## config.mk

```make
export PLATFORM = sky130hd
export DESIGN_NAME = uspi_shifter
export DESIGN_NICKNAME = d
export VERILOG_FILES = /design/src/logic/uspi_pkg.sv /design/src/logic/uspi_shifter.sv
export SDC_FILE = /design/constraint.sdc
export NUM_CORES = 1
export LEC_CHECK = 0
export BUFFER_PORTS_ARGS = -buffer_cell sky130_fd_sc_hd__buf_2
export CAP_MARGIN = 0
export CORE_MARGIN = 2
export CORE_UTILIZATION = 35
export CTS_BUF_LIST = sky130_fd_sc_hd__clkbuf_4
export DETAILED_ROUTE_END_ITERATION = 8
export SYNTH_ARGS = -nofsm -noshare
export SYNTH_HDL_FRONTEND = slang
export SYNTH_SLANG_ARGS = --single-unit
```

## constraint.sdc

```tcl
create_clock -name hclk -period 2.91 [get_ports hclk]
set_clock_uncertainty 0.15 [all_clocks]
set_input_delay 0.1455 -clock hclk [delete_from_list [all_inputs] [get_ports hclk]]
set_output_delay 0.1455 -clock hclk [all_outputs]
set_load 0.05 [all_outputs]
```

## src/logic/uspi_pkg.sv

```systemverilog
// Summary of operation
// - Protocol bit selects asynchronous or shift mode.
// - Characters are seven or eight bits long.
// - Master select makes us drive the clock.
// - Master drives out bit, samples mid-period.
// - Load shift register when empty, MSB first.
// - Receive MSB first, opposite edge to transmit.
// - Full character goes right-justified, sets ready.
// - Seven-bit mode reads holding MSB as zero.
// - Unread previous character sets overrun error.
// - Master receives only while a character transmits.
// - Master spends two hidden cycles between characters.
// - Four-wire master releases pins while select low.
// - Select low sets conflict error and ready.
// - Select high restores master pin drivers.
// - Select pin is input when assigned here.
// - Three-wire mode ignores the select input.
// - Slave takes clock from pin, not generator.
// - Slave shifts preloaded data, captures opposite edge.
// - Four-wire slave enabled only while select low.
// - Slave pauses on select high, then resumes.
// - Slave releases its output while select high.
// - One generator, one enable for both directions.
// - Transmit-empty set when buffer free, cleared on write.
// - Ready clears on service or buffer read.
package uspi_pkg;

  localparam int          ADDR_W    = 5;
  localparam logic [4:0]  OFS_CTRL  = 5'h00;
  localparam logic [4:0]  OFS_DIV   = 5'h04;
  localparam logic [4:0]  OFS_STAT  = 5'h08;
  localparam logic [4:0]  OFS_TXBUF = 5'h0C;
  localparam logic [4:0]  OFS_RX_HOLDING_BUFFER_ALIAS = 5'h10;

  localparam int          B_SYNC    = 0;
  localparam int          B_MST     = 1;
  localparam int          B_CHAR8   = 2;
  localparam int          B_FOURW   = 3;
  localparam int          B_CPOL    = 4;
  localparam int          B_CPHA    = 5;
  localparam int          B_EN      = 6;
  localparam int          B_PSEL    = 7;

  localparam int          S_RXRDY   = 0;
  localparam int          S_TXEMPTY = 1;
  localparam int          S_OVR     = 2;
  localparam int          S_BCE     = 3;
  localparam int          S_BUSY    = 4;

  localparam logic [7:0]  CTRL_RST  = 8'h00;
  localparam logic [15:0] DIV_RST   = 16'h0003;
  localparam logic [3:0]  PIN_RST   = 4'h8;
  localparam logic [3:0]  BITS_7    = 4'h7;
  localparam logic [3:0]  BITS_8    = 4'h8;

  typedef enum logic [2:0] {M_IDLE, M_LEAD, M_TRAIL, M_GAP1, M_GAP2} uspi_mst_e;

endpackage

```

## src/logic/uspi_shifter.sv

```systemverilog
`timescale 1ns/1ps
module uspi_shifter
  import uspi_pkg::*;
#(
  parameter int DIV_W = 16
) (
  input  wire  logic        hclk,
  input  wire  logic        hresetn,
  input  wire  logic        ce,
  input  wire  logic        hsel,
  input  wire  logic [31:0] haddr,
  input  wire  logic [1:0]  htrans,
  input  wire  logic        hwrite,
  input  wire  logic [2:0]  hsize,
  input  wire  logic [31:0] hwdata,
  input  wire  logic        hready,
  output logic       [31:0] hrdata,
  output logic              hreadyout,
  output logic              hresp,
  input  wire  logic        serial_shift_clock_in,
  output logic              serial_shift_clock_out,
  output logic              serial_shift_clock_oe_n,
  input  wire  logic        master_out_line_in,
  output logic              master_out_line_out,
  output logic              master_out_line_oe_n,
  input  wire  logic        slave_out_line_in,
  output logic              slave_out_line_out,
  output logic              slave_out_line_oe_n,
  input  wire  logic        bus_select_line_in
);

  // ------------------------------------------------------------------
  // Declarations
  // ------------------------------------------------------------------
  logic [7:0]       main_control_reg_ff;
  logic [DIV_W-1:0] div_ff;
  logic [7:0]       txh_ff;
  logic             txfull_ff;
  logic [7:0]       rxh_ff;
  logic             rxrdy_ff;
  logic             ovr_ff;
  logic             bce_ff;
  logic             busy_ff;
  logic [7:0]       txsh_ff;
  logic [7:0]       rxsh_ff;
  logic [3:0]       bitcnt_ff;
  logic [DIV_W-1:0] divcnt_ff;
  uspi_mst_e        st_ff;
  logic             dout_ff;
  logic             sclk_o_ff;
  logic             sclk_oe_n_ff;
  logic             mo_oe_n_ff;
  logic             so_oe_n_ff;
  logic [3:0]       s1_ff;
  logic [3:0]       s2_ff;
  logic [3:0]       s3_ff;
  logic [3:0]       f_ff;
  logic             sclk_d_ff;
  logic             wr_ph_ff;
  logic [ADDR_W-1:0] addr_ff;
  logic [31:0]      hrdata_ff;
  logic             hready_ff;
  logic             hresp_ff;

  // ------------------------------------------------------------------
  // Bus slave
  // ------------------------------------------------------------------
  logic ap;
  logic rd_rx;
  logic wr_ctrl;
  logic wr_div;
  logic wr_stat;
  logic wr_tx;

  assign ap      = hsel && htrans[1] && hready;
  assign rd_rx   = ap && !hwrite && haddr[ADDR_W-1:0] == OFS_RX_HOLDING_BUFFER_ALIAS;
  assign wr_ctrl = wr_ph_ff && addr_ff == OFS_CTRL;
  assign wr_div  = wr_ph_ff && addr_ff == OFS_DIV;
  assign wr_stat = wr_ph_ff && addr_ff == OFS_STAT;
  assign wr_tx   = wr_ph_ff && addr_ff == OFS_TXBUF;

  always_ff @(posedge hclk or negedge hresetn) begin
    if (!hresetn) begin
      wr_ph_ff <= 1'b0;
      addr_ff  <= '0;
    end else if (ce) begin
      if (hready) begin
        wr_ph_ff <= ap && hwrite;
        addr_ff  <= haddr[ADDR_W-1:0];
      end
    end
  end

  // Read data is formed in the address phase so it stands registered
  // for the data phase; a write in the same cycle is not yet visible.
  always_ff @(posedge hclk or negedge hresetn) begin
    if (!hresetn) begin
      hrdata_ff <= '0;
    end else if (ce) begin
      if (ap && !hwrite) begin
        unique case (haddr[ADDR_W-1:0])
          OFS_CTRL:  hrdata_ff <= {24'h000000, main_control_reg_ff};
          OFS_DIV:   hrdata_ff <= 32'(div_ff);
          OFS_STAT:  hrdata_ff <= {27'h0000000, busy_ff, bce_ff, ovr_ff,
                                   !txfull_ff, rxrdy_ff};
          OFS_TXBUF: hrdata_ff <= {24'h000000, txh_ff};
          OFS_RX_HOLDING_BUFFER_ALIAS: hrdata_ff <= {24'h000000, rxh_ff};
          default:   hrdata_ff <= 32'h00000000;
        endcase
      end
    end
  end

  always_ff @(posedge hclk or negedge hresetn) begin
    if (!hresetn) begin
      hready_ff <= 1'b1;
      hresp_ff  <= 1'b0;
    end else if (ce) begin
      hready_ff <= 1'b1;
      hresp_ff  <= 1'b0;
    end
  end

  assign hrdata    = hrdata_ff;
  assign hreadyout = hready_ff;
  assign hresp     = hresp_ff;

  // ------------------------------------------------------------------
  // Control registers
  // ------------------------------------------------------------------
  always_ff @(posedge hclk or negedge hresetn) begin
    if (!hresetn) begin
      main_control_reg_ff <= CTRL_RST;
      div_ff              <= DIV_W'(DIV_RST);
    end else if (ce) begin
      if (wr_ctrl) begin
        main_control_reg_ff <= hwdata[7:0];
      end
      if (wr_div) begin
        div_ff <= hwdata[DIV_W-1:0];
      end
    end
  end

  logic       sync_on;
  logic       mst;
  logic       c8;
  logic       cpol;
  logic       cpha;
  logic       en;
  logic       ste_used;
  logic       m_role;
  logic       s_role;
  logic [3:0] nbits;
  logic       last;

  assign sync_on  = main_control_reg_ff[B_SYNC];
  assign mst      = main_control_reg_ff[B_MST];
  assign c8       = main_control_reg_ff[B_CHAR8];
  assign cpol     = main_control_reg_ff[B_CPOL];
  assign cpha     = main_control_reg_ff[B_CPHA];
  assign en       = main_control_reg_ff[B_EN];
  assign ste_used = sync_on && main_control_reg_ff[B_FOURW]
                    && main_control_reg_ff[B_PSEL];
  assign m_role   = sync_on && mst;
  assign s_role   = sync_on && !mst;
  assign nbits    = c8 ? BITS_8 : BITS_7;
  assign last     = bitcnt_ff == nbits - 4'h1;

  // ------------------------------------------------------------------
  // Pin synchronisers
  // ------------------------------------------------------------------
  logic [3:0] pins;
  logic [3:0] agree;

  assign pins  = {bus_select_line_in, slave_out_line_in,
                  master_out_line_in, serial_shift_clock_in};
  assign agree = ~(s2_ff ^ s3_ff);

  always_ff @(posedge hclk or negedge hresetn) begin
    if (!hresetn) begin
      s1_ff     <= PIN_RST;
      s2_ff     <= PIN_RST;
      s3_ff     <= PIN_RST;
      f_ff      <= PIN_RST;
      sclk_d_ff <= 1'b0;
    end else if (ce) begin
      s1_ff     <= pins;
      s2_ff     <= s1_ff;
      s3_ff     <= s2_ff;
      f_ff      <= (s3_ff & agree) | (f_ff & ~agree);
      sclk_d_ff <= f_ff[0];
    end
  end

  logic sclk_f;
  logic mo_f;
  logic so_f;
  logic ste_f;

  assign sclk_f = f_ff[0];
  assign mo_f   = f_ff[1];
  assign so_f   = f_ff[2];
  assign ste_f  = f_ff[3];

  // ------------------------------------------------------------------
  // Role gating and shift events
  // ------------------------------------------------------------------
  logic conflict;
  logic s_on;
  logic tick;
  logic m_lead;
  logic m_trail;
  logic s_lead;
  logic s_trail;
  logic ev_lead;
  logic ev_trail;
  logic load;
  logic fin;
  logic emit;
  logic samp;
  logic din;

  assign conflict = m_role && ste_used && !ste_f;
  assign s_on     = s_role && en && (!ste_used || !ste_f);
  assign tick     = divcnt_ff == div_ff;
  assign m_lead   = st_ff == M_LEAD && tick && !conflict;
  assign m_trail  = st_ff == M_TRAIL && tick && !conflict;
  assign s_lead   = s_on && sclk_f != sclk_d_ff && sclk_f != cpol;
  assign s_trail  = s_on && sclk_f != sclk_d_ff && sclk_f == cpol;
  assign ev_lead  = m_role ? m_lead : s_lead;
  assign ev_trail = m_role ? m_trail : s_trail;
  // A character is only started with the buffer full and the enable set.
  assign load     = !busy_ff && txfull_ff && en && bitcnt_ff == 4'h0
                    && (m_role ? (st_ff == M_IDLE && !conflict) : s_role);
  assign fin      = bitcnt_ff == nbits && (!m_role || st_ff == M_GAP2);
  assign emit     = (ev_lead && cpha) || (ev_trail && !cpha && !last);
  assign samp     = (ev_lead && !cpha) || (ev_trail && cpha);
  assign din      = m_role ? so_f : mo_f;

  // ------------------------------------------------------------------
  // Master sequencer and bit-rate generator
  // ------------------------------------------------------------------
  always_ff @(posedge hclk or negedge hresetn) begin
    if (!hresetn) begin
      st_ff <= M_IDLE;
    end else if (ce) begin
      if (!m_role) begin
        st_ff <= M_IDLE;
      end else begin
        unique case (st_ff)
          M_IDLE: begin
            if (load) begin
              st_ff <= M_LEAD;
            end
          end
          M_LEAD: begin
            if (m_lead) begin
              st_ff <= M_TRAIL;
            end
          end
          M_TRAIL: begin
            if (m_trail) begin
              st_ff <= last ? M_GAP1 : M_LEAD;
            end
          end
          M_GAP1: begin
            st_ff <= M_GAP2;
          end
          M_GAP2: begin
            st_ff <= M_IDLE;
          end
        endcase
      end
    end
  end

  // One half-period counter serves both directions.
  always_ff @(posedge hclk or negedge hresetn) begin
    if (!hresetn) begin
      divcnt_ff <= '0;
    end else if (ce) begin
      if ((st_ff == M_LEAD || st_ff == M_TRAIL) && !conflict && !tick) begin
        divcnt_ff <= divcnt_ff + DIV_W'(1);
      end else if (!conflict) begin
        divcnt_ff <= '0;
      end
    end
  end

  always_ff @(posedge hclk or negedge hresetn) begin
    if (!hresetn) begin
      sclk_o_ff <= 1'b0;
    end else if (ce) begin
      if (!m_role || st_ff == M_IDLE) begin
        sclk_o_ff <= cpol;
      end else if (m_lead || m_trail) begin
        sclk_o_ff <= !sclk_o_ff;
      end
    end
  end

  // ------------------------------------------------------------------
  // Shift registers
  // ------------------------------------------------------------------
  always_ff @(posedge hclk or negedge hresetn) begin
    if (!hresetn) begin
      txsh_ff <= 8'h00;
      dout_ff <= 1'b0;
    end else if (ce) begin
      if (load) begin
        txsh_ff <= cpha ? txh_ff : {txh_ff[6:0], 1'b0};
        if (!cpha) begin
          dout_ff <= c8 ? txh_ff[7] : txh_ff[6];
        end
      end else if (emit) begin
        dout_ff <= c8 ? txsh_ff[7] : txsh_ff[6];
        txsh_ff <= {txsh_ff[6:0], 1'b0};
      end
    end
  end

  always_ff @(posedge hclk or negedge hresetn) begin
    if (!hresetn) begin
      rxsh_ff <= 8'h00;
    end else if (ce) begin
      if (samp) begin
        rxsh_ff <= {rxsh_ff[6:0], din};
      end
    end
  end

  // The bit count holds while a four-wire slave is deselected.
  always_ff @(posedge hclk or negedge hresetn) begin
    if (!hresetn) begin
      bitcnt_ff <= 4'h0;
    end else if (ce) begin
      if (!sync_on || fin) begin
        bitcnt_ff <= 4'h0;
      end else if (ev_trail) begin
        bitcnt_ff <= bitcnt_ff + 4'h1;
      end
    end
  end

  always_ff @(posedge hclk or negedge hresetn) begin
    if (!hresetn) begin
      busy_ff <= 1'b0;
    end else if (ce) begin
      if (!sync_on || fin) begin
        busy_ff <= 1'b0;
      end else if (load) begin
        busy_ff <= 1'b1;
      end
    end
  end

  // ------------------------------------------------------------------
  // Holding buffers and status flags
  // ------------------------------------------------------------------
  always_ff @(posedge hclk or negedge hresetn) begin
    if (!hresetn) begin
      txh_ff    <= 8'h00;
      txfull_ff <= 1'b0;
    end else if (ce) begin
      if (wr_tx) begin
        txh_ff    <= hwdata[7:0];
        txfull_ff <= 1'b1;
      end else if (load) begin
        txfull_ff <= 1'b0;
      end
    end
  end

  always_ff @(posedge hclk or negedge hresetn) begin
    if (!hresetn) begin
      rxh_ff <= 8'h00;
    end else if (ce) begin
      if (fin) begin
        rxh_ff <= c8 ? rxsh_ff : {1'b0, rxsh_ff[6:0]};
      end
    end
  end

  // Setting events win over a clear in the same cycle.
  always_ff @(posedge hclk or negedge hresetn) begin
    if (!hresetn) begin
      rxrdy_ff <= 1'b0;
    end else if (ce) begin
      if (fin || conflict) begin
        rxrdy_ff <= 1'b1;
      end else if (rd_rx || (wr_stat && hwdata[S_RXRDY])) begin
        rxrdy_ff <= 1'b0;
      end
    end
  end

  always_ff @(posedge hclk or negedge hresetn) begin
    if (!hresetn) begin
      ovr_ff <= 1'b0;
    end else if (ce) begin
      if (fin && rxrdy_ff) begin
        ovr_ff <= 1'b1;
      end else if (wr_stat && hwdata[S_OVR]) begin
        ovr_ff <= 1'b0;
      end
    end
  end

  always_ff @(posedge hclk or negedge hresetn) begin
    if (!hresetn) begin
      bce_ff <= 1'b0;
    end else if (ce) begin
      if (conflict) begin
        bce_ff <= 1'b1;
      end else if (wr_stat && hwdata[S_BCE]) begin
        bce_ff <= 1'b0;
      end
    end
  end

  // ------------------------------------------------------------------
  // Pin drivers
  // ------------------------------------------------------------------
  always_ff @(posedge hclk or negedge hresetn) begin
    if (!hresetn) begin
      sclk_oe_n_ff <= 1'b1;
      mo_oe_n_ff   <= 1'b1;
      so_oe_n_ff   <= 1'b1;
    end else if (ce) begin
      sclk_oe_n_ff <= !(m_role && !conflict);
      mo_oe_n_ff   <= !(m_role && !conflict);
      so_oe_n_ff   <= !(s_role && (!ste_used || !ste_f));
    end
  end

  assign serial_shift_clock_out  = sclk_o_ff;
  assign serial_shift_clock_oe_n = sclk_oe_n_ff;
  assign master_out_line_out     = dout_ff;
  assign master_out_line_oe_n    = mo_oe_n_ff;
  assign slave_out_line_out      = dout_ff;
  assign slave_out_line_oe_n     = so_oe_n_ff;

  // ------------------------------------------------------------------
  // Assertions
  // ------------------------------------------------------------------
  a_tx_empty_set: assert property (
    @(posedge hclk) disable iff (!hresetn || !ce)
    load && !wr_tx |=> !txfull_ff && busy_ff)
    else $error("buffer not freed after load");

  a_rx_copy: assert property (
    @(posedge hclk) disable iff (!hresetn || !ce)
    fin && c8 |=> rxh_ff == $past(rxsh_ff) && rxrdy_ff)
    else $error("received character not copied");

  a_rx_msb_zero: assert property (
    @(posedge hclk) disable iff (!hresetn || !ce)
    fin && !c8 |=> !rxh_ff[7])
    else $error("seven-bit character has msb set");

  a_overrun_set: assert property (
    @(posedge hclk) disable iff (!hresetn || !ce)
    fin && rxrdy_ff |=> ovr_ff)
    else $error("overrun not flagged");

  a_gap_two: assert property (
    @(posedge hclk) disable iff (!hresetn || !ce || !m_role)
    m_trail && last |=> st_ff == M_GAP1 ##1 st_ff == M_GAP2 ##1 st_ff == M_IDLE)
    else $error("gap between characters not two cycles");

  a_master_busy: assert property (
    @(posedge hclk) disable iff (!hresetn)
    m_role && st_ff != M_IDLE |-> busy_ff)
    else $error("master shifting without a character");

  a_conflict_off: assert property (
    @(posedge hclk) disable iff (!hresetn || !ce)
    conflict |=> sclk_oe_n_ff && mo_oe_n_ff)
    else $error("master pins driven during conflict");

  a_conflict_flags: assert property (
    @(posedge hclk) disable iff (!hresetn || !ce)
    conflict |=> bce_ff && rxrdy_ff)
    else $error("conflict flags not set");

  a_slave_release: assert property (
    @(posedge hclk) disable iff (!hresetn || !ce)
    s_role && ste_used && ste_f |=> so_oe_n_ff)
    else $error("slave output driven while deselected");

  a_slave_pause: assert property (
    @(posedge hclk) disable iff (!hresetn || !ce)
    s_role && ste_used && ste_f && !fin |=> $stable(bitcnt_ff))
    else $error("deselected slave kept counting");

  a_rx_clear: assert property (
    @(posedge hclk) disable iff (!hresetn || !ce)
    rd_rx && !fin && !conflict |=> !rxrdy_ff)
    else $error("ready flag not cleared by read");

endmodule

```

==> results.py, run 1 <==
metrics = {
    "clock_network": {
        "cts_buffers": 17,
        "clkTransAtPathRegs_ns": 0.15,
        "clk_latency_ns": 0.58,
        "cts_root_buf": "clkbuf_4",
        "cts_buffer_depth": 2,
        "htree_num_levels": 4,
        "cts_sinks": 127,
        "tritoncts": "done",
    },
    "sta": {
        "max_slew_margin_pct": 49.0,
        "fin_crit_sh_pct": 97.0,
        "max_freq_mhz": 354,
        "worstMarginPinSlew_ns": 0.764,
        "report.final.slew_viol_count": 0,
        "setup_viol": 0,
        "fin_crit_ns": 2.82,
        "hold_viol": 0,
    },
    "routing": {
        "drt_wl_total_um": 14300,
        "avgViaCountPerCell": 5.06,
        "wl_per_cell_um": 15.9,
        "drt_iter0_markers": 279,
        "dr.pass1.iters": 5,
        "ant_nets": 0,
        "drcViolationCount": 0,
        "vias": 4576,
    },
    "logic_synthesis": {
        "yosys.area.top_type_share_pct": 48.0,
        "synth-seq-cells": 127,
        "synthDistinctLibCells": 62,
        "syn_area_per_cell_sq_um": 11.1,
        "synth-edff-count": 0,
        "synth-simple-area-share_pct": 12.7,
        "synthTopCellsByArea": "dfrtp_1, mux2_2, xor2_1",
        "yosys.area_share.xor_xnor_pct": 4.38,
        "yosys_warnings": 0,
        "synth_top_family_by_area": "multiplexers",
        "seq_area_frac_synth_pct": 51.4,
        "ys_async_sr_fraction_pct": 100,
        "synthAdderAreaFrac_pct": 0.605,
        "synth_area_sq_um": 6200,
        "syn-instance-count": 560,
        "synthFlopType": "dfrtp_1",
        "yosys.area.top_type": "dfrtp_1",
        "synth_compound_area_share_pct": 11.2,
        "synth.area.mux_share_pct": 15.0,
    },
    "power": {
        "seqPwrFrac_pct": 50.1,
        "total_power_uw": 4380,
        "p_clk_share_pct": 29.7,
        "p_sw_uw": 1440,
        "irDropWorstVdd_mv": 0.335,
        "power.internal_uw": 2950,
        "swShare_pct": 32.8,
        "p_comb_share_pct": 20.3,
        "p_leak_uw": 0.00359,
        "power_density_nw_per_um2": 587,
    },
    "finish": {
        "nets": 749,
        "fill_cells": 1665,
        "finalNonFillerCells": 905,
        "drive_gt1_share_pct": 29.4,
        "utilization_pct": 43.2,
        "num_antenna_cells": 0,
        "syn_to_final_growth_pct": 20.4,
    },
    "job": {
        "cap_violations": 0,
    },
    "critical_path": {
        "critical_path.cell_chain": "xor2_1 -> nor4_2 -> buf_4 -> nand4_4 -> or4_4 -> a22oi_4 -> buf_12 -> mux2_2",
        "worstReg2RegStart": "divcnt_ff[12]",
        "worstPathMaxFanout": 8,
        "r2r_setup_slack_ns": 0.09,
        "criticalPathCategory": "reg -> reg",
        "cpMaxStageDelayCell": "or4_4",
        "crit_arrival_ns": 3.13,
        "r2r_cells": 8,
        "required_ns": 3.21,
        "cp-start-kind": "flip-flop",
        "cp_slowest_stage_delay_ns": 0.60,
        "timing.rr.end": "txsh_ff[6]",
        "endpoint_kind": "flip-flop",
    },
    "global_route": {
        "grt_pass1_vias": 4581,
        "grt_pass1_wl_um": 23800,
        "track_usage_pct": 16.6,
        "grt_start_max_net_pins": 57,
        "grt_overflow_total": 0,
        "antenna_found_initial": 0,
    },
    "min_path": {
        "hold_path.class": "in -> async",
    },
    "die": {
        "dieArea_sq_um": 18800,
        "core_region_area_sq_um": 17300,
        "rows": 48,
        "die_w_um": 137,
        "die_h_um": 137,
        "start_util_pct": 35.8,
        "pin_count": 119,
    },
    "place": {
        "gp_congestion": 0.855,
        "dp_cells": 833,
        "portBuffers": 53,
        "dp_hpwl_um": 10200,
    },
    "run_status": {
        "status": "finished, final reports clean",
    },
}
worst max path at each step:
| stage | startpoint | cells after the start | end | slack [ns] |
|---|---|---|---|---|
| after detailed placement | div_ff[14] | 7 | txsh_ff[7] | 0.04 |
| after floorplan | div_ff[1] | 6 | txsh_ff[1] | 0.29 |
| after global routing | divcnt_ff[12] | 8 | txsh_ff[6] | -0.009 |
| after CTS | divcnt_ff[14] | 8 | txsh_ff[6] | 0.02 |
| after global placement | div_ff[14] | 7 | txsh_ff[6] | 0.04 |
| final | divcnt_ff[12] | 8 | txsh_ff[6] | 0.09 |
power groups by stage:
stage               Sequential, uW  Clock (uW)  Combinational [uW]
finish                        2190        1300                 888
floorplan                     2160           0                 584
global placement              2220           0                 784
global route                  2240        1430                 992
detailed placement            2230           0                 801
CTS                           2200        1350                 857
cell usage after synthesis, types with 6 or more instances:
master / instances
inv_1: 16
o21ai_0: 33
mux2_2: 67
nand4_1: 6
mux2i_1: 15
a21oi_1: 20
clkbuf_1: 14
dfstp_2: 8
buf_4: 20
nand3_1: 10
xor2_1: 28
nor2_1: 40
a22o_1: 11
a221oi_1: 8
nand2_1: 50
nor3_1: 11
dfrtp_1: 119
worst max-delay path, delay by kind of cell (launching register included):
family                    cells  cell delay [ns]
AOI/OAI and AO/OA             1             0.23
xor gates and xnor gates      1             0.17
buffers and inverters         2             0.33
DFF                           1             0.43
muxes                         1             0.33
and+or+nand+nor               3             1.05
flip-flops by register name (all words and copies together) (netlist names), 3 cells and up, named ones only:
register             count
div_ff                  16
divcnt_ff               16
hrdata                  16
main_control_reg_ff      8
rxh_ff                   8
rxsh_ff                  8
txh_ff                   8
txsh_ff                  8
addr_ff                  5
bitcnt_ff                4
s1_ff                    4
s2_ff                    4
s3_ff                    4
st_ff                    3
metal layers:
layer  GRT usage, %  wire [um]  share of wire (%)  vias up
li1               -          -                  -     2197
met2           25.4       6530                 45      131
met5              0          0                  0        -
met4           4.41        111               0.77        0
met1           22.6       6710                 47     2238
met3           5.44        995                6.9       10
kinds of logic (layout without fill, tap and decap cells):
| logic type | after synthesis | after routing |
|---|---|---|
| XOR/XNOR | 31 | 31 |
| other | 2 | 18 |
| AND/OR/NAND/NOR | 158 | 158 |
| multiplexers | 83 | 83 |
| AO/OA/AOI/OAI | 101 | 101 |
| buffers and inverters | 55 | 159 |
| adder cells (fa/ha/maj) | 3 | 3 |
| flip-flops | 127 | 127 |
what timing repair did:
action	4_1_cts	5_1_grt
hold buffers	34	0
resized for setup	0	4
buffers inserted	1	5
hold endpoints to repair	130	0
pin swaps	1	2
endpoints found under the setup margin	6	17
placed cells by master (no fill, tap or decap), drive strengths merged, types with 3 or more instances in the layout:
cell type,netlist,routed
a21oi,20,20
xor2,28,28
a21o,3,3
clkbuf,14,17
nor2,40,40
dfstp,8,8
mux2i,15,15
ha,3,3
dlygate4sd3,0,34
buf,25,77
nand4,7,7
nor3,11,11
dfrtp,119,119
mux2,67,67
xnor2,3,3
nor3b,4,4
nor4b,3,3
o31ai,3,3
inv,16,25
nand2b,4,4
a221oi,8,8
nor4,4,4
o21ai,33,33
a22o,11,11
or2,4,4
or3,5,5
and3,4,4
nand2,50,50
clkinvlp,0,3
conb,2,18
nand3,10,10
per-stage QoR:
stage / setup TNS [ns] / area (sq um) / worst slack (ns) / hold WS (ns)
6_report: 0 / 7470 / 0.0859 / 0.0411
4_1_cts: 0 / 7400 / 0.0179 / 0.0197
2_1_floorplan: 0 / 6260 / 0.295 / -0.300
3_3_place_gp: 0 / 6740 / 0.0371 / 0.116
5_1_grt: -0.0179 / 7470 / -0.00918 / 0.0437
3_5_place_dp: 0 / 6740 / 0.0357 / 0.131
area by class of cell:
| cell class | instances | area, sq um | area share [%] |
|---|---|---|---|
| tap | 225 | 282 | 3.77 |
| multi-input combinational | 394 | 2820 | 37.8 |
| sequential | 127 | 3190 | 42.7 |
| timing repair buffer | 111 | 813 | 10.9 |
| clock inverter | 15 | 175 | 2.35 |
| clock buffer | 17 | 128 | 1.71 |
| inverter | 16 | 60.1 | 0.804 |
(Power assumes the default switching activity.)
==> run 2: changes to the inputs <==
--- a/config.mk
+++ b/config.mk
@@ -7,10 +7,13 @@
 export LEC_CHECK = 0
 export BUFFER_PORTS_ARGS = -buffer_cell sky130_fd_sc_hd__buf_2
 export CAP_MARGIN = 0
+export CELL_PAD_IN_SITES_DETAIL_PLACEMENT = 2
+export CELL_PAD_IN_SITES_GLOBAL_PLACEMENT = 2
 export CORE_MARGIN = 2
-export CORE_UTILIZATION = 35
+export CORE_UTILIZATION = 37
 export CTS_BUF_LIST = sky130_fd_sc_hd__clkbuf_4
 export DETAILED_ROUTE_END_ITERATION = 8
+export PLACE_DENSITY_LB_ADDON = 0.1
 export SYNTH_ARGS = -nofsm -noshare
 export SYNTH_HDL_FRONTEND = slang
 export SYNTH_SLANG_ARGS = --single-unit
==> constraint.sdc (replaced) <==
create_clock -name hclk -period 2.6 [get_ports hclk]
set_clock_uncertainty 0.15 [all_clocks]
set_input_delay 0.13 -clock hclk [delete_from_list [all_inputs] [get_ports hclk]]
set_output_delay 0.13 -clock hclk [all_outputs]
set_load 0.05 [all_outputs]
==> run 2 against run 1 <==
Clock-buffer cell count grew 3. Worst hold slack gained 0.14 ns. Critical endpoint is now txsh_ff[7]. Cell count up 4.3%. Non-clock buffer count rose by 43. First-iteration DRC count shrank 39%. Critical path depth unchanged. Register-to-register slack got worse by 0.24 ns. Largest cell class unchanged. The flow now finishes with violations (negative setup slack).
==> results.py, run 2 (synthesis results as in run 1) <==
metrics = {
    "run_status": {
        "status": "finished with violations",
        "violations": "negative setup slack",
    },
    "critical_path": {
        "r2r_cells": 8,
        "criticalPathCategory": "reg -> reg",
        "r2r_setup_slack_ns": -0.15,
        "endpoint_kind": "flip-flop",
        "cpMaxStageDelayCell": "or4_4",
        "cp_slowest_stage_delay_ns": 0.55,
        "worstPathMaxFanout": 8,
        "required_ns": 2.91,
        "critical_path.cell_chain": "xor2_1 -> nor4_2 -> buf_4 -> nand4_4 -> or4_4 -> a22oi_4 -> buf_12 -> mux2_2",
        "worstSetupStartpoint": "div_ff[14]",
        "cp-start-kind": "flip-flop",
        "crit_arrival_ns": 3.06,
        "worstReg2RegStart": "div_ff[14]",
        "timing.rr.end": "txsh_ff[7]",
    },
    "routing": {
        "avgViaCountPerCell": 5.23,
        "ant_nets": 0,
        "drcViolationCount": 0,
        "dr.pass1.iters": 4,
        "vias": 4941,
        "drt_wl_total_um": 20000,
        "drt_iter0_markers": 170,
        "wl_per_cell_um": 21.1,
    },
    "min_path": {
        "hold_end": "s1_ff[1]",
        "hp-start": "master_out_line_in",
        "hold_path.class": "in -> reg",
        "hold_depth": 3,
    },
    "clock_network": {
        "tritoncts": "done",
        "cts_buffer_depth": 2,
        "clk_latency_ns": 0.56,
        "htree_num_levels": 4,
        "cts_sinks": 127,
        "clkTransAtPathRegs_ns": 0.11,
        "cts_buffers": 17,
        "cts_root_buf": "clkbuf_4",
    },
    "place": {
        "dp_hpwl_um": 13600,
        "gp_congestion": 0.838,
        "portBuffers": 53,
    },
    "sta": {
        "max_freq_mhz": 363,
        "setup_viol": 11,
        "report.final.slew_viol_count": 0,
        "hold_viol": 0,
        "max_slew_margin_pct": 50.8,
        "fin_crit_sh_pct": 106,
        "setup_ws_ns": -0.154,
        "rsz0062_at_grt": "yes",
        "finalSetupTns_ns": -1.16,
        "worstMarginPinSlew_ns": 0.738,
        "fin_crit_ns": 2.75,
    },
    "die": {
        "dieArea_sq_um": 17800,
        "core_region_area_sq_um": 16500,
        "start_util_pct": 37.7,
        "pin_count": 119,
        "die_h_um": 133,
        "rows": 47,
        "die_w_um": 133,
    },
    "power": {
        "total_power_uw": 5250,
        "irDropWorstVdd_mv": 0.317,
        "p_leak_uw": 0.00386,
        "power_density_nw_per_um2": 663,
    },
    "finish": {
        "layout_commonest_cell": "dfrtp_1",
        "nets": 792,
        "drive_gt1_share_pct": 34.0,
        "final_cell_mix": "dfrtp_1, mux2_2, buf_4",
        "syn_to_final_growth_pct": 27.8,
    },
    "job": {
        "cap_violations": 0,
    },
    "global_route": {
        "antenna_found_initial": 1,
        "grt_pass1_vias": 5634,
        "grt_pass1_wl_um": 32200,
        "grt_overflow_total": 0,
        "track_usage_pct": 23.7,
        "grt_start_max_net_pins": 53,
    },
}
==> run 2: critical path, delay by kind of cell, from the launching register on <==
| kind | cells | cell delay, ns |
|---|---|---|
| AOI/OAI and AO/OA | 1 | 0.24 |
| xor gates and xnor gates | 1 | 0.18 |
| buffers and inverters | 2 | 0.32 |
| DFF | 1 | 0.42 |
| muxes | 1 | 0.33 |
| and+or+nand+nor | 3 | 1.00 |
==> run 2: layer usage <==
metal  global-route usage [%]  wire (um)
met1                     29.3       8730
met2                     41.7      10200
met3                     4.03        574
met4                     8.81        430
met5                        0          0
==> run 2: final cells by class <==
class / count / area, sq um
Fill cell: 1700 / 8540
Sequential cell: 127 / 3190
Multi-Input combinational cell: 394 / 2900
Timing Repair Buffer: 154 / 1180
Tap cell: 220 / 275
Clock inverter: 12 / 168
Clock buffer: 20 / 150
Inverter: 16 / 60.1
Antenna cell: 1 / 2.50
==> run 2: per-stage QoR <==
step | utilization, % | std cells | instance area [sq um] | hold WS [ns] | setup WS (ns)
2_1_floorplan | - | 576 | 6260 | -0.316 | -0.0128
3_3_place_gp | 43.0 | 872 | 7090 | 0.00830 | -0.215
3_5_place_dp | 43.0 | 872 | 7090 | 0.0106 | -0.290
4_1_cts | 47.9 | 942 | 7880 | 0.142 | -0.145
5_1_grt | 48.1 | 944 | 7930 | 0.164 | -0.248
6_report | 48.1 | 944 | 7930 | 0.185 | -0.154
==> run 2: how the worst max path moves through the flow <==
stage / end / slack [ns]
global placement: txsh_ff[7] / -0.21
floorplan: txsh_ff[1] / -0.01
detailed placement: txsh_ff[1] / -0.29
finish: txsh_ff[7] / -0.15
CTS: txsh_ff[7] / -0.15
global route: txsh_ff[5] / -0.25
==> run 2: report_power, final <==
group / internal (uW) / switching, uW / leakage (uW)
Sequential: 2220 / 222 / 0.00168
Combinational: 599 / 653 / 0.00201
Clock: 786 / 778 / 0.000170
==> run 2: repair_timing <==
action,4_1_cts,5_1_grt
gates resized for setup,13,7
buffers inserted,2,2
hold endpoints to repair,184,0
endpoints found under the setup margin,22,21
pin swaps,6,1
hold buffers,36,0
==> run 3: changes to the inputs <==
--- a/config.mk
+++ b/config.mk
@@ -9,7 +9,6 @@
 export CAP_MARGIN = 0
 export CELL_PAD_IN_SITES_DETAIL_PLACEMENT = 2
 export CELL_PAD_IN_SITES_GLOBAL_PLACEMENT = 2
-export CORE_MARGIN = 2
 export CORE_UTILIZATION = 37
 export CTS_BUF_LIST = sky130_fd_sc_hd__clkbuf_4
 export DETAILED_ROUTE_END_ITERATION = 8
==> run 3 against run 2 <==
The flow still finishes with violations (negative setup slack). Via count up 1.2%. Clock-buffer cell count up 3. Wire length grew 2.8%. Combinational power about the same. Design area down 0.74%. Global-route usage up 1.5 points.
==> results.py, run 3 (synthesis results as in run 1) <==
metrics = {
    "run_status": {
        "status": "finished with violations",
        "violations": "negative setup slack",
    },
    "die": {
        "core_region_area_sq_um": 16100,
        "pin_count": 119,
        "rows": 46,
        "die_h_um": 131,
        "dieArea_sq_um": 17300,
        "die_w_um": 131,
        "start_util_pct": 38.5,
    },
    "place": {
        "dp_hpwl_um": 13500,
        "portBuffers": 53,
        "gp_congestion": 0.777,
        "placed_cell_area_sq_um": 7060,
        "place_ws_ns": -0.326,
    },
    "power": {
        "total_power_uw": 5070,
        "irDropWorstVdd_mv": 0.247,
        "p_leak_uw": 0.00384,
        "power_density_nw_per_um2": 644,
    },
    "routing": {
        "ant_nets": 0,
        "dr.pass1.iters": 4,
        "avgViaCountPerCell": 5.32,
        "vias": 5002,
        "drt_iter0_markers": 167,
        "drcViolationCount": 0,
        "wl_per_cell_um": 21.8,
        "drt_wl_total_um": 20500,
    },
    "sta": {
        "max_freq_mhz": 358,
        "setup_ws_ns": -0.197,
        "max_slew_margin_pct": 47.7,
        "report.final.slew_viol_count": 0,
        "fin_crit_sh_pct": 108,
        "worstMarginPinSlew_ns": 0.784,
        "rsz0062_at_grt": "yes",
        "hold_viol": 0,
        "setup_viol": 9,
        "fin_crit_ns": 2.80,
    },
    "critical_path": {
        "criticalPathCategory": "reg -> reg",
        "crit_family": "simple AND/OR/NAND/NOR gates",
        "cp.depth": 8,
        "cp-start-kind": "flip-flop",
        "endpoint_kind": "flip-flop",
        "worstPathMaxFanout": 8,
        "cpMaxStageDelayCell": "or4_4",
        "worstReg2RegStart": "div_ff[13]",
        "crit_arrival_ns": 3.08,
        "timing.rr.end": "txsh_ff[3]",
        "r2r_setup_slack_ns": -0.20,
        "r2r_cells": 8,
        "crit_buf_inv": 2,
        "cp_slowest_stage_delay_ns": 0.60,
        "required_ns": 2.89,
        "critical_path.cell_chain": "xor2_1 -> nor4_2 -> buf_4 -> nand4_4 -> or4_4 -> a22oi_4 -> buf_12 -> mux2_4",
    },
    "global_route": {
        "track_usage_pct": 25.2,
        "grt_pass1_wl_um": 33000,
        "grt_pass1_vias": 5720,
        "antenna_found_initial": 1,
        "grt_overflow_total": 0,
        "grt_start_max_net_pins": 41,
    },
    "finish": {
        "nets": 793,
        "syn_to_final_growth_pct": 26.9,
        "regArea_sq_um": 3190,
        "fill_cells": 1654,
        "final_cell_mix": "dfrtp_1, buf_4, mux2_2",
        "drive_gt1_share_pct": 34.1,
        "layout_commonest_cell": "dfrtp_1",
        "fin_area_sq_um": 7870,
        "multiInputGateArea_sq_um": 2910,
    },
    "clock_network": {
        "cts_buffers": 17,
        "clk_latency_ns": 0.55,
        "cts_sinks": 127,
        "htree_num_levels": 4,
        "cts_root_buf": "clkbuf_4",
        "clkTransAtPathRegs_ns": 0.12,
        "tritoncts": "done",
        "cts_buffer_depth": 2,
    },
    "min_path": {
        "hold_path.class": "in -> async",
    },
    "job": {
        "cap_violations": 0,
    },
}
## run 3: cell count changes in the layout (fill, tap and decap cells not counted), sizes merged
cell         previous run  this run
dlygate4sd3            35        34
clkinvlp                2         1
clkbuf                 20        23
buf                   119       121
bufinv                  4         2
## run 3: layout make-up
| class | count | area share [%] |
|---|---|---|
| inverter | 16 | 0.763 |
| multi-input combinational | 394 | 37.0 |
| tap | 216 | 3.44 |
| timing repair buffer | 155 | 14.8 |
| clock buffer | 23 | 2.20 |
| clock inverter | 9 | 1.21 |
| antenna | 1 | 0.0318 |
| sequential | 127 | 40.5 |
## run 3: power breakdown
part,total (uW),switching [uW],internal (uW),leakage [uW]
logic,1240,661,580,0.00201
clock network,1370,753,622,0.000153
registers,2450,236,2220,0.00168
## run 3: worst max path at each step
stage / startpoint / to / slack (ns)
2_1_floorplan: div_ff[1] / txsh_ff[1] / -0.01
3_3_place_gp: div_ff[9] / txsh_ff[6] / -0.16
3_5_place_dp: div_ff[9] / txsh_ff[3] / -0.33
4_1_cts: divcnt_ff[12] / txsh_ff[3] / -0.16
5_1_grt: div_ff[13] / txsh_ff[6] / -0.24
6_report: div_ff[13] / txsh_ff[3] / -0.20
## run 3: timing repair
item	in CTS	in global routing
pin swaps	6	5
hold buffers	35	0
buffers inserted	3	2
gates resized for setup	11	12
endpoints found under the hold margin	179	0
endpoints found under the setup margin	23	20
## run 3: layer usage
metal | vias to the layer above | global-route usage [%] | share of wire, %
met4 | 0 | 11.1 | 2.6
met2 | 119 | 44.5 | 52
met1 | 2576 | 30.2 | 42
li1 | 2269 | - | -
met5 | - | 0 | 0
met3 | 38 | 3.90 | 2.8
## run 3: through the flow
step	hold WS [ns]	utilization, %	std cells	setup TNS [ns]
after floorplan	-0.316	-	576	-0.0899
after global placement	0.0126	43.8	868	-1.21
after detailed placement	0.0163	43.8	868	-3.82
after CTS	0.00386	48.4	938	-1.24
after global routing	0.0728	48.8	941	-2.08
final	0.0707	48.8	941	-1.56
